==> config.mk <==
export PLATFORM = sky130hd
export DESIGN_NAME = dram_glue
export DESIGN_NICKNAME = d
export VERILOG_FILES = /design/src/glue_delay_chain.sv /design/src/dram_glue.sv
export SDC_FILE = /design/constraint.sdc
export NUM_CORES = 1
export LEC_CHECK = 0
export ABC_CLOCK_PERIOD_IN_PS = 2060
export BUFFER_PORTS_ARGS = -buffer_cell sky130_fd_sc_hd__buf_2
export CORE_MARGIN = 3
export CORE_UTILIZATION = 49
export CTS_BUF_LIST = sky130_fd_sc_hd__clkbuf_4
export CTS_CLUSTER_DIAMETER = 100
export DETAILED_ROUTE_END_ITERATION = 12
export PLACE_DENSITY = 0.79
export SYNTH_ARGS = -nofsm -noshare
export SYNTH_HDL_FRONTEND = slang
export SYNTH_SLANG_ARGS = --single-unit
==> constraint.sdc <==
create_clock -name clk -period 2.06 [get_ports clk]
set_input_delay 0.103 -clock clk [delete_from_list [all_inputs] [get_ports clk]]
set_output_delay 0.103 -clock clk [all_outputs]
set_load 0.02 [all_outputs]
==> src/glue_delay_chain.sv <==
/*
 * package of shared constants for the dram glue, plus the refresh
 * delay chain that trails the refresh-mode flop by whole cpu clocks.
 * assumes one clock and a synchronised active-low reset.
 */

// ****************************************
// shared constants
// ****************************************
package glue_pkg;
  localparam logic [3:0]  ctrl_offs     = 4'h0;
  localparam logic [3:0]  status_offs   = 4'h4;
  localparam logic [3:0]  count_offs    = 4'h8;
  localparam logic [31:0] ctrl_reset    = 32'h0000_0000;
  localparam int          ctrl_soft_bit = 0;
  localparam int          ctrl_inh_bit  = 1;
  localparam int          delay_stages  = 3;
  localparam logic [1:0]  resp_okay     = 2'h0;
  localparam logic [1:0]  resp_slverr   = 2'h2;
endpackage

`timescale 1ns/1ps

// ****************************************
// delay chain
// ****************************************
module glue_delay_chain #(
  parameter int depth = glue_pkg::delay_stages
) (
  input  wire logic             clk,
  input  wire logic             rst_sync_n,
  input  wire logic             din,
  output logic [depth-1:0]      taps
);
  // each stage copies the one before it on every clock
  genvar g;
  generate
    for (g = 0; g < depth; g++)
    begin : stage
      always_ff @(posedge clk or negedge rst_sync_n)
      begin
        if (!rst_sync_n)
          taps[g] <= 1'b0; // idle after power-up
        else if (g == 0)
          taps[g] <= din;
        else
          taps[g] <= taps[(g == 0) ? 0 : g-1];
      end
    end
  endgenerate
endmodule

==> src/dram_glue.sv <==
/*
 * cpu to dram controller glue: row-cycle start, byte column strobes,
 * transfer acknowledge with optional wait state, forced refresh, and an
 * axi4-lite port for a refresh control word and status.
 * assumes cpu bus pins arrive synchronous to clk, active low.
 */

`timescale 1ns/1ps

module dram_glue (
  input  wire logic        clk,
  input  wire logic        rst_n,
  // cpu side
  input  wire logic        cpu_addr_strobe_n,
  input  wire logic        upper_data_strobe_n,
  input  wire logic        lower_data_strobe_n,
  input  wire logic        read_write,
  input  wire logic        speed_select,
  input  wire logic        dram_chip_select_n,
  output logic             transfer_ack_n_o,
  output logic             transfer_ack_oe,
  // dram controller side
  input  wire logic        col_strobe_n,
  input  wire logic        refresh_request_n,
  output logic             row_cycle_start_n,
  output logic             upper_byte_col_strobe_n,
  output logic             lower_byte_col_strobe_n,
  output logic             refresh_mode_out_n,
  // axi4-lite slave
  input  wire logic [3:0]  s_axi_awaddr,
  input  wire logic        s_axi_awvalid,
  output logic             s_axi_awready,
  input  wire logic [31:0] s_axi_wdata,
  input  wire logic [3:0]  s_axi_wstrb,
  input  wire logic        s_axi_wvalid,
  output logic             s_axi_wready,
  output logic [1:0]       s_axi_bresp,
  output logic             s_axi_bvalid,
  input  wire logic        s_axi_bready,
  input  wire logic [3:0]  s_axi_araddr,
  input  wire logic        s_axi_arvalid,
  output logic             s_axi_arready,
  output logic [31:0]      s_axi_rdata,
  output logic [1:0]       s_axi_rresp,
  output logic             s_axi_rvalid,
  input  wire logic        s_axi_rready
);

  // ****************************************
  // reset release
  // ****************************************
  logic       rst_meta_q;
  logic       rst_sync_n;

  // two flops so release never lands mid-setup
  always_ff @(posedge clk or negedge rst_n)
  begin
    if (!rst_n)
    begin
      rst_meta_q <= 1'b0;
      rst_sync_n <= 1'b0;
    end
    else
    begin
      rst_meta_q <= 1'b1;
      rst_sync_n <= rst_meta_q;
    end
  end

  // ****************************************
  // active-high views of the pins
  // ****************************************
  logic addr_act;
  logic uds_act;
  logic lds_act;
  logic ds_any;
  logic cas_act;
  logic cs_act;
  logic slow_cfg;
  logic fast_cfg;
  logic req_act;

  assign addr_act = ~cpu_addr_strobe_n;
  assign uds_act  = ~upper_data_strobe_n;
  assign lds_act  = ~lower_data_strobe_n;
  assign ds_any   = uds_act | lds_act;
  assign cas_act  = ~col_strobe_n;
  assign cs_act   = ~dram_chip_select_n;
  // read/write only means configuration while speed-select is high
  assign slow_cfg = speed_select & read_write;
  assign fast_cfg = speed_select & ~read_write;

  // ****************************************
  // register file state
  // ****************************************
  logic        soft_req_q;
  logic        inhibit_q;
  logic [15:0] refresh_count_q;

  // the timer request, a software request, gated by the inhibit bit
  assign req_act = (~refresh_request_n | soft_req_q) & ~inhibit_q;

  // ****************************************
  // refresh sequencer
  // ****************************************
  logic                              refresh_mode_out_q;
  logic                              refresh_mode_out_d;
  logic [glue_pkg::delay_stages-1:0] taps;
  logic                              dly_a;
  logic                              dly_b;
  logic                              dly_c;

  assign dly_a = taps[0];
  assign dly_b = taps[1];
  assign dly_c = taps[2];

  glue_delay_chain #(
    .depth      (glue_pkg::delay_stages)
  ) u_chain (
    .clk        (clk),
    .rst_sync_n (rst_sync_n),
    .din        (refresh_mode_out_q),
    .taps       (taps)
  );

  // start only on an idle bus; hold until the chain says the slot is spent
  always_comb
  begin
    refresh_mode_out_d = 1'b0;
    if (!refresh_mode_out_q)
      refresh_mode_out_d = ~addr_act & req_act;
    else if (fast_cfg)
      refresh_mode_out_d = ~dly_c;
    else if (slow_cfg)
      refresh_mode_out_d = ~dly_a;
    else
      refresh_mode_out_d = ~dly_c;
  end

  // refresh mode flop, idle from reset so nothing fires early
  always_ff @(posedge clk or negedge rst_sync_n)
  begin
    if (!rst_sync_n)
      refresh_mode_out_q <= 1'b0;
    else
      refresh_mode_out_q <= refresh_mode_out_d;
  end

  // controller mode pin; timer drops its request on seeing this low
  assign refresh_mode_out_n = ~refresh_mode_out_q;

  // ****************************************
  // row-cycle start
  // ****************************************
  // access waits one clock past refresh end for precharge;
  // slow config also fires the refresh row strobe itself
  assign row_cycle_start_n = ~((addr_act & ~refresh_mode_out_q & ~dly_a)
                               | (refresh_mode_out_q & slow_cfg & dly_a));

  // ****************************************
  // byte column strobes
  // ****************************************
  // plain gating, so each data strobe pulse of a locked cycle shows through
  assign upper_byte_col_strobe_n = ~(uds_act & cas_act);
  assign lower_byte_col_strobe_n = ~(lds_act & cas_act);

  // ****************************************
  // transfer acknowledge
  // ****************************************
  logic ack_act;

  // held off while refresh runs, and for two trailing stages except in fast config
  always_comb
  begin
    ack_act = 1'b0;
    if (!speed_select)
      ack_act = ds_any & ~refresh_mode_out_q & ~dly_a & ~dly_b;
    else if (fast_cfg)
      ack_act = cas_act & ds_any & ~refresh_mode_out_q;
    else
      ack_act = addr_act & ds_any & ~refresh_mode_out_q & ~dly_a & ~dly_b;
  end

  // released pin floats high by the board pull-up when unselected
  assign transfer_ack_n_o = ~ack_act;
  assign transfer_ack_oe  = cs_act;

  // ****************************************
  // axi4-lite write channel
  // ****************************************
  logic        aw_held_q;
  logic        w_held_q;
  logic [3:0]  aw_addr_q;
  logic [31:0] w_data_q;
  logic [3:0]  w_strb_q;
  logic        do_write;

  assign s_axi_awready = ~aw_held_q & ~s_axi_bvalid;
  assign s_axi_wready  = ~w_held_q & ~s_axi_bvalid;
  assign do_write      = aw_held_q & w_held_q & ~s_axi_bvalid;

  // address and data may arrive in either order
  always_ff @(posedge clk or negedge rst_sync_n)
  begin
    if (!rst_sync_n)
    begin
      aw_held_q    <= 1'b0;
      w_held_q     <= 1'b0;
      aw_addr_q    <= 4'h0;
      w_data_q     <= 32'h0000_0000;
      w_strb_q     <= 4'h0;
      s_axi_bvalid <= 1'b0;
      s_axi_bresp  <= glue_pkg::resp_okay;
    end
    else
    begin
      if (s_axi_awvalid && s_axi_awready)
      begin
        aw_held_q <= 1'b1;
        aw_addr_q <= s_axi_awaddr;
      end
      if (s_axi_wvalid && s_axi_wready)
      begin
        w_held_q <= 1'b1;
        w_data_q <= s_axi_wdata;
        w_strb_q <= s_axi_wstrb;
      end
      if (do_write)
      begin
        aw_held_q    <= 1'b0;
        w_held_q     <= 1'b0;
        s_axi_bvalid <= 1'b1;
        if (aw_addr_q == glue_pkg::ctrl_offs)
          s_axi_bresp <= glue_pkg::resp_okay;
        else
          s_axi_bresp <= glue_pkg::resp_slverr;
      end
      else if (s_axi_bvalid && s_axi_bready)
        s_axi_bvalid <= 1'b0;
    end
  end

  // control bits; a refresh start beats a software write of the request
  always_ff @(posedge clk or negedge rst_sync_n)
  begin
    if (!rst_sync_n)
    begin
      soft_req_q <= glue_pkg::ctrl_reset[glue_pkg::ctrl_soft_bit];
      inhibit_q  <= glue_pkg::ctrl_reset[glue_pkg::ctrl_inh_bit];
    end
    else
    begin
      if (do_write && aw_addr_q == glue_pkg::ctrl_offs && w_strb_q[0])
      begin
        soft_req_q <= w_data_q[glue_pkg::ctrl_soft_bit];
        inhibit_q  <= w_data_q[glue_pkg::ctrl_inh_bit];
      end
      if (!refresh_mode_out_q && refresh_mode_out_d)
        soft_req_q <= 1'b0; // served once refresh mode is entered
    end
  end

  // count of refreshes started, wraps
  always_ff @(posedge clk or negedge rst_sync_n)
  begin
    if (!rst_sync_n)
      refresh_count_q <= 16'h0000;
    else if (!refresh_mode_out_q && refresh_mode_out_d)
      refresh_count_q <= refresh_count_q + 16'h0001;
  end

  // ****************************************
  // axi4-lite read channel
  // ****************************************
  assign s_axi_arready = ~s_axi_rvalid;

  // one-cycle answer; unmapped reads give zero with slverr
  always_ff @(posedge clk or negedge rst_sync_n)
  begin
    if (!rst_sync_n)
    begin
      s_axi_rvalid <= 1'b0;
      s_axi_rdata  <= 32'h0000_0000;
      s_axi_rresp  <= glue_pkg::resp_okay;
    end
    else if (s_axi_arvalid && s_axi_arready)
    begin
      s_axi_rvalid <= 1'b1;
      s_axi_rresp  <= glue_pkg::resp_okay;
      if (s_axi_araddr == glue_pkg::ctrl_offs)
        s_axi_rdata <= {30'h0, inhibit_q, soft_req_q};
      else if (s_axi_araddr == glue_pkg::status_offs)
        s_axi_rdata <= {24'h0, read_write, speed_select, 1'b0, dly_c, dly_b, dly_a, 1'b0, refresh_mode_out_q};
      else if (s_axi_araddr == glue_pkg::count_offs)
        s_axi_rdata <= {16'h0, refresh_count_q};
      else
      begin
        s_axi_rdata <= 32'h0000_0000;
        s_axi_rresp <= glue_pkg::resp_slverr;
      end
    end
    else if (s_axi_rready)
      s_axi_rvalid <= 1'b0;
  end

endmodule

==> run summary, run 1 <==
Average wire length per cell after detail routing: 12.9 microns. STA classifies the critical path startpoint as a flip-flop. In this run, CTS created clock tree buffers numbering 5.

The first global-routing pass estimated 8000 microns of wire. The last weighted congestion value of the routability-driven placer is 0.737, and the time the worst path needs with I/O delays and setup is 1640 ps. The net switching fraction of the power was 0.359; the average size of a mapped cell was 11.2 sq um. The tools report the number of global-route vias before repair as 1731. TritonCTS built the clock tree. The fraction of final layout cells with drive strength greater than 1 works out to 0.286. Initial antenna violation count: 0.

In this run, placement finished with an instance count of 331. The first routing iteration left 96 violations. The total area inside the core boundary comes to 0.00456 sq mm. The share of the clock period used by the worst path works out to 0.798. For the count of final max-slew check failures, the log shows 0. The final routed DRC violation total is 0.

From synthesis to final layout, the design area changed by 19.4%. The final layout contains 346 nets. The run gives 0.00581 sq mm as the area of the die. The H-tree was split into 2 levels. For this run, the leading register cell type out of synthesis is sky130_fd_sc_hd__dfrtp_1. For this block, the routed nets add up to 4540 microns of wire. The count of endpoints failing hold in the final timing report is 0. The overall track demand over capacity in global routing came out at 0.166. Routed signal wires occupy layers up through met4. Clock-pin slew was measured on the worst setup and hold paths at 160 ps. After routing, the total negative slack on setup checks comes to 0 ps.

The total power per unit cell area works out to 936 mW/mm^2. Port buffering added 54 buffers. The fraction of synthesized cell area taken by the top area cell type is 0.548, and the pre-CTS setup slack is 445 ps. Detailed routing placed a total of 279 microns of wire on met3. The post-layout utilization of the core was 0.633.

Entering global routing, the biggest net connects 28 pins. The combinational share of power is 0.273, and the total congestion overflow is 0. The register bit total from synthesis came out at 53.

Maximum ir drop on the vdd rail: 0.666 mV. Sorting the synthesized cells by how often they occur yields 53 x sky130_fd_sc_hd__dfrtp_1, 23 x sky130_fd_sc_hd__nand2_1, 18 x sky130_fd_sc_hd__buf_4. The tools report the remaining max-slew budget at the tightest pin as 0.583. The most critical setup path has its startpoint at refresh_mode_out_q. At the worst endpoint, the required time is 2330 ps. For the net switching power, the log shows 0.971 mW. For the number of optimization iterations in the first detailed-route pass, the log shows 4.

By area the synthesized netlist is led by sky130_fd_sc_hd__dfrtp_1 55%, sky130_fd_sc_hd__buf_4 5.6%, sky130_fd_sc_hd__nand2_1 3.6%. In this run the deepest clock path goes through 2 buffers. The routed design uses 2190 microns of met2 wire. For this run, the number of standard cells in the final layout without fillers is 352.

The worst min-delay path category is input port to async pin. The die width was 76.3 microns. STA classifies the critical path endpoint as a flip-flop.

Vertical die dimension: 76.3 microns. Post-CTS repair changed the size of 0 cells. The wire length the detailed router placed on met1 came out at 2000 microns. In this run the cell area of the synthesized design comes to 0.00242 sq mm. The tools report the source-to-sink clock delay at the later pin of the worst-skew pair as 380 ps. The largest total area in the synthesized netlist belongs to sky130_fd_sc_hd__dfrtp_1. For this run, the number of Yosys warnings is 0. After detailed routing, the number of vias per cell comes to 4.93. The count of antenna-violating nets left after detailed routing is 0, and the total vias in the final route is 1734. For this design, the sink count on the clock tree is 53.

Of all nets on the critical path, the largest fanout is 7. For the count of filler cells inserted in the layout, the log shows 388. The startpoint identified for the worst register-to-register timing path is refresh_mode_out_q.

For the final database, setup skew stands at 11.7 ps. The floorplan has 24 rows. Async set or reset register ratio after synthesis: 1.00.

The post-DP HPWL was 3330 microns; the number of top-level pins was 106. The number of max-cap violations is 0, and the leakage dissipation is 1.46 nW. Cell with the most instances after synthesis: sky130_fd_sc_hd__dfrtp_1.

For the antenna cell count, the log shows 0. The run gives 608 MHz as the peak clock frequency supported by timing. In this run, synthesis inferred 0 flip-flops with an integrated enable. The sequential power share is 0.554. The number of different library cells used by synthesis comes to 44. The clock group share of total power is 0.173.

The final worst setup slack came out at 416 ps. The worst setup path is of the flip-flop to flip-flop kind. The share of synthesized area occupied by flip-flops and latches came out at 0.548. Number of setup violations in the final report: 0.

Setup repair after global routing left no endpoint under its margin. The data arrival at the endpoint of the critical path is 1920 ps, and the starting utilization of the core area is 0.530. The root buffer cell is sky130_fd_sc_hd__clkbuf_4. The slew at the pin closest to its max-slew limit was 623 ps; the synthesized instance count was 215. The flow ran to the end, and the final reports show no timing, DRC or antenna violations. The internal portion of the total power is 1.73 mW.
==> cell families (layout without fill, tap and decap cells) <==
group	count (synthesis)	count (layout)	share of synthesized area
AOI/OAI and AO/OA	34	34	0.0957
xor gates and xnor gates	15	15	0.0543
adders and majority gates	1	1	0.00517
buffers and inverters	28	83	0.0724
DFF	53	53	0.548
muxes	13	13	0.0595
other	2	19	0.00311
and+or+nand+nor	69	69	0.161
==> per-layer routing <==
layer | GRT usage | vias to the layer above
met1 | 0.208 | 822
met3 | 0.0426 | 7
met5 | 0 | -
met2 | 0.281 | 53
li1 | - | 852
met4 | 0.0543 | 0
==> final timing paths <==
kind / slack, ps / endpoint / cells after the start
worst max-delay path: 420 / refresh_count_q[1] / 3
worst min register to register: 270 / refresh_mode_out_q / 0
worst min-delay path: 20 / rst_sync_n / 2
worst max register to register: 420 / refresh_count_q[1] / 3
min in group clk: 30 / s_axi_rdata[0] / 4
max in group asynchronous: 1170 / refresh_count_q[12] / 1
==> per-stage QoR <==
stage / area [sq um] / power (mW) / hold WS (ps)
6_report: 2890 / 2.70 / 21.2
5_1_grt: 2890 / 2.88 / 14.3
4_1_cts: 2890 / 2.72 / 8.21
3_5_place_dp: 2700 / 2.24 / -109
2_1_floorplan: 2480 / 2.03 / -193
3_3_place_gp: 2700 / 2.21 / -110
==> flip-flops by register name, summed over array words and instances (netlist names) <==
| signal | count |
|---|---|
| refresh_mode_out_q | 1 |
| s_axi_rvalid | 1 |
| aw_held_q | 1 |
| w_data_q | 2 |
| u_chain.taps | 3 |
| s_axi_rdata | 16 |
| refresh_count_q | 16 |
| aw_addr_q | 4 |
| w_strb_q | 1 |
| w_held_q | 1 |
| s_axi_bresp | 1 |
| s_axi_rresp | 1 |
| rst_meta_q | 1 |
| inhibit_q | 1 |
| s_axi_bvalid | 1 |
| rst_sync_n | 1 |
| soft_req_q | 1 |
==> power by group through the flow <==
stage | combinational (mW) | sequential [mW] | clock [mW]
3_5_place_dp | 0.722 | 1.52 | 0
3_3_place_gp | 0.704 | 1.51 | 0
4_1_cts | 0.742 | 1.50 | 0.477
6_report | 0.738 | 1.50 | 0.468
2_1_floorplan | 0.523 | 1.51 | 0
5_1_grt | 0.818 | 1.54 | 0.523
==> cells in the final DEF, fill, tap and decap left out, drive strengths merged, types with 2 or more instances in the layout <==
| cell type | n |
|---|---|
| and2 | 3 |
| nand2 | 23 |
| nor3 | 5 |
| mux2 | 8 |
| and3 | 4 |
| nand4 | 5 |
| nor2b | 3 |
| clkbuf | 5 |
| xor2 | 8 |
| dlygate4sd3 | 13 |
| a22o | 9 |
| nor3b | 3 |
| clkinvlp | 3 |
| buf | 56 |
| nand3 | 5 |
| inv | 6 |
| nor2 | 7 |
| or2 | 2 |
| xnor2 | 7 |
| nand2b | 2 |
| a22oi | 2 |
| a211oi | 2 |
| conb | 19 |
| mux2i | 5 |
| dfrtp | 53 |
| o21ai | 14 |
==> repair_timing <==
item | CTS | global route
hold buffers | 13 | 0
setup endpoints to repair | 0 | 0
setup buffers | 0 | 0
hold endpoints to repair | 13 | 0
==> area by class of cell <==
| cell class | count | area [sq um] | area share |
|---|---|---|---|
| inverter | 6 | 22.5 | 0.00780 |
| timing repair buffer | 69 | 415 | 0.144 |
| clock inverter | 3 | 22.5 | 0.00780 |
| tap | 65 | 81.3 | 0.0282 |
| clock buffer | 5 | 37.5 | 0.0130 |
| multi-input combinational | 151 | 981 | 0.340 |
| sequential | 53 | 1330 | 0.460 |
==> critical path, cell delays in order, from the launching register on <==
cell and delay, ps:
sky130_fd_sc_hd__dfrtp_1 490, sky130_fd_sc_hd__nor3b_2 310, sky130_fd_sc_hd__and2_0 370, sky130_fd_sc_hd__mux2_2 370
Power figures use the tool's default switching activity.
==> run 2, diff against run 1 <==
--- a/config.mk
+++ b/config.mk
@@ -5,7 +5,7 @@
 export SDC_FILE = /design/constraint.sdc
 export NUM_CORES = 1
 export LEC_CHECK = 0
-export ABC_CLOCK_PERIOD_IN_PS = 2060
+export ABC_CLOCK_PERIOD_IN_PS = 1700
 export BUFFER_PORTS_ARGS = -buffer_cell sky130_fd_sc_hd__buf_2
 export CORE_MARGIN = 3
 export CORE_UTILIZATION = 49
==> constraint.sdc (replaced) <==
create_clock -name clk -period 1.7 [get_ports clk]
set_input_delay 0.085 -clock clk [delete_from_list [all_inputs] [get_ports clk]]
set_output_delay 0.085 -clock clk [all_outputs]
set_load 0.02 [all_outputs]
==> run summary, run 2 (same netlist as run 1, synthesis figures left out) <==
The run finished with clean final reports. The clock tree synthesis step divided the H-tree into 2 levels. Startpoint of the worst hold path: s_axi_araddr[1].

The run gives 1704 as the number of global-route vias before repair. The worst setup path is launched from a flip-flop. The row count is 24. The logs give 2 for the maximum clock path buffer count and 3260 microns for the post-DP HPWL. The tree is rooted in a sky130_fd_sc_hd__clkbuf_4.

The multi-input gate area in the final layout is 981 sq um, and the number of setup violations in the final report is 0. The data required time of the critical path is 1950 ps, and the TritonCTS buffer count is 5. The critical path goes through nor4_2, or3b_4, mux2_4.

The slowest stage of the critical path belongs to the cell sky130_fd_sc_hd__or3b_4. The tools report the starting utilization of the core area as 0.530. The core region is 0.00456 sq mm. The time the worst path needs with I/O delays and setup was 1580 ps; the buffering stage count on the worst path with inverters included was 0. The count of final max-slew check failures is 0. In the routed design, unresolved DRC markers number 0.

The final layout net count was 348; the data arrival at the endpoint of the critical path was 1830 ps. The fraction of final layout cells with drive strength greater than 1 came out at 0.287. Across the run, the number of max-cap violations was 0. The area overhead of the layout relative to synthesis is 20.0%, and the post-layout utilization of the core is 0.636.

The first routing iteration left 65 violations. The timing startpoint of the critical path was aw_addr_q[1]. The average wire length per cell after detail routing came out at 12.4 microns. In the final layout, flip-flops and latches occupy 0.00133 sq mm. The design draws 3.26 mW.

CTS saw 53 sinks. The net switching fraction of the power came out at 0.349. In the final layout, the registers with the most flip-flops are refresh_count_q (16), s_axi_rdata (16), aw_addr_q (4). The detailed-route wire length was 4410 microns; the area of the die was 0.00581 sq mm.

The total congestion overflow came out at 0. Worst flop-to-flop path startpoint: aw_addr_q[1]. Dividing total power by cell area gives a power density of 1120 mW/mm^2.

The count of filler cells inserted in the layout is 389. The peak per-stage delay on the critical path was 440 ps. The antenna cell count came out at 0.

The post-cts repair resize count came out at 0. In this run the remaining antenna-violating nets after routing total 0. TritonCTS built the clock tree. The die width is 76.3 microns. Kind of cell adding the most delay to the critical path: simple AND/OR/NAND/NOR gates. The path class of the tightest hold or removal check is input port to flip-flop. For this design the total switching power over the nets is 1.14 mW. The number of setup buffers added after CTS is 0. The analysis attributes to cell leakage a power of 1.48 nW. The remaining max-slew budget at the tightest pin was 0.600. For the clock group share of total power, the log shows 0.156. Of all nets on the critical path, the largest fanout is 2. The number of optimization iterations in the first detailed-route pass was 4.

At the later pin of the worst-skew pair, clock insertion delay measures 350 ps. The top cell types in the final layout, fill and taps aside, are 54 x sky130_fd_sc_hd__buf_2, 52 x sky130_fd_sc_hd__dfrtp_1, 23 x sky130_fd_sc_hd__nand2_1, 19 x sky130_fd_sc_hd__conb_1, 14 x sky130_fd_sc_hd__o21ai_0. The clock transition time at the flip-flop clock pins of the worst setup and hold paths is 140 ps, and the share of the clock period used by the worst path is 0.931. The most frequent standard cell in the layout excluding fill and tap cells is sky130_fd_sc_hd__buf_2.

The run gives 0.752 as the last weighted congestion value of the routability-driven placer. The internal power of the cells totals 2.13 mW. The total vias in the final route came out at 1748.

106 I/O pins were placed. The overall track demand over capacity in global routing came out at 0.153. Setup repair after global routing left no endpoint under its margin.

VDD sags by at most 0.915 mV. Entering global routing, the biggest net connects 52 pins. The combinational share of power was 0.302; the peak clock frequency supported by timing was 632 MHz.

The first global-routing pass estimated 7420 microns of wire. For the final routed database, the setup TNS stands at 0 ps. The count of buffers added on input and output ports is 54. The tools report the kind of end point of the critical path as a flip-flop.

The count of endpoints failing hold in the final timing report was 0; the vertical die dimension was 76.3 microns. Number of vias per cell after detailed routing: 4.94. At the pin with the least slew margin, the transition time is 598 ps. The worst clock skew on the final layout is 6.66 ps, and the sequential power share is 0.542. The path type of the worst setup path is flip-flop to flip-flop. Initial antenna violation count: 0.
-- run 2: cell count changes in the layout (fill, tap and decap cells not counted) --
cell / previous run / this run
sky130_fd_sc_hd__clkinvlp_4: 3 / 0
sky130_fd_sc_hd__dlygate4sd3_1: 13 / 12
sky130_fd_sc_hd__clkinv_2: 0 / 1
sky130_fd_sc_hd__buf_12: 0 / 1
sky130_fd_sc_hd__buf_4: 2 / 4
sky130_fd_sc_hd__clkinv_1: 0 / 2
-- run 2: power groups by stage --
stage	logic (mW)	registers [mW]	clock network, mW
2_1_floorplan	0.634	1.82	0
6_report	0.985	1.77	0.509
4_1_cts	0.992	1.77	0.537
5_1_grt	1.09	1.81	0.581
3_5_place_dp	0.971	1.80	0
3_3_place_gp	0.945	1.78	0
-- run 2: path summary, 6_finish.rpt --
check	end	slack [ps]	depth (start not counted)
min in group asynchronous	rst_sync_n	30	2
min	s_axi_rresp[1]	10	3
max	inhibit_q	120	3
min reg2reg	soft_req_q	240	1
max in group asynchronous	inhibit_q	1210	1
max reg2reg	inhibit_q	120	3
-- run 2: repair_timing --
item / CTS / global route
endpoints found under the hold margin: 12 / 1
hold buffers: 11 / 1
endpoints found under the setup margin: 0 / 0
-- run 2: stage by stage --
| stage | worst slack (ps) | cells | hold slack (ps) | cell area, sq um |
|---|---|---|---|---|
| after floorplan | 115 | 232 | -211 | 2480 |
| after global placement | 156 | 334 | -129 | 2730 |
| after global routing | 66.5 | 354 | 1.75 | 2900 |
| after CTS | 116 | 353 | 0.642 | 2890 |
| after detailed placement | 144 | 334 | -128 | 2730 |
| final | 117 | 354 | 13.8 | 2900 |
-- run 2: area by class of cell --
class                   count  area share
flip-flops and latches     53       0.457
multi-input cells         151       0.338
repair buffers             71       0.152
well taps                  65      0.0280
clock buffers               5      0.0129
inverters                   6     0.00776
clock inverters             3     0.00431
-- run 2: per-layer routing --
layer,track usage,share of wire,up-vias
met5,0,0,-
met4,0.0362,0.0095,0
met3,0.0402,0.060,6
met2,0.270,0.48,55
met1,0.187,0.45,830
li1,-,-,857
-- run 2: worst reg2reg max path, stage by stage, from the launching register on --
cell,delay (ps)
sky130_fd_sc_hd__dfrtp_1,420
sky130_fd_sc_hd__nor4_2,330
sky130_fd_sc_hd__or3b_4,440
sky130_fd_sc_hd__mux2_4,300
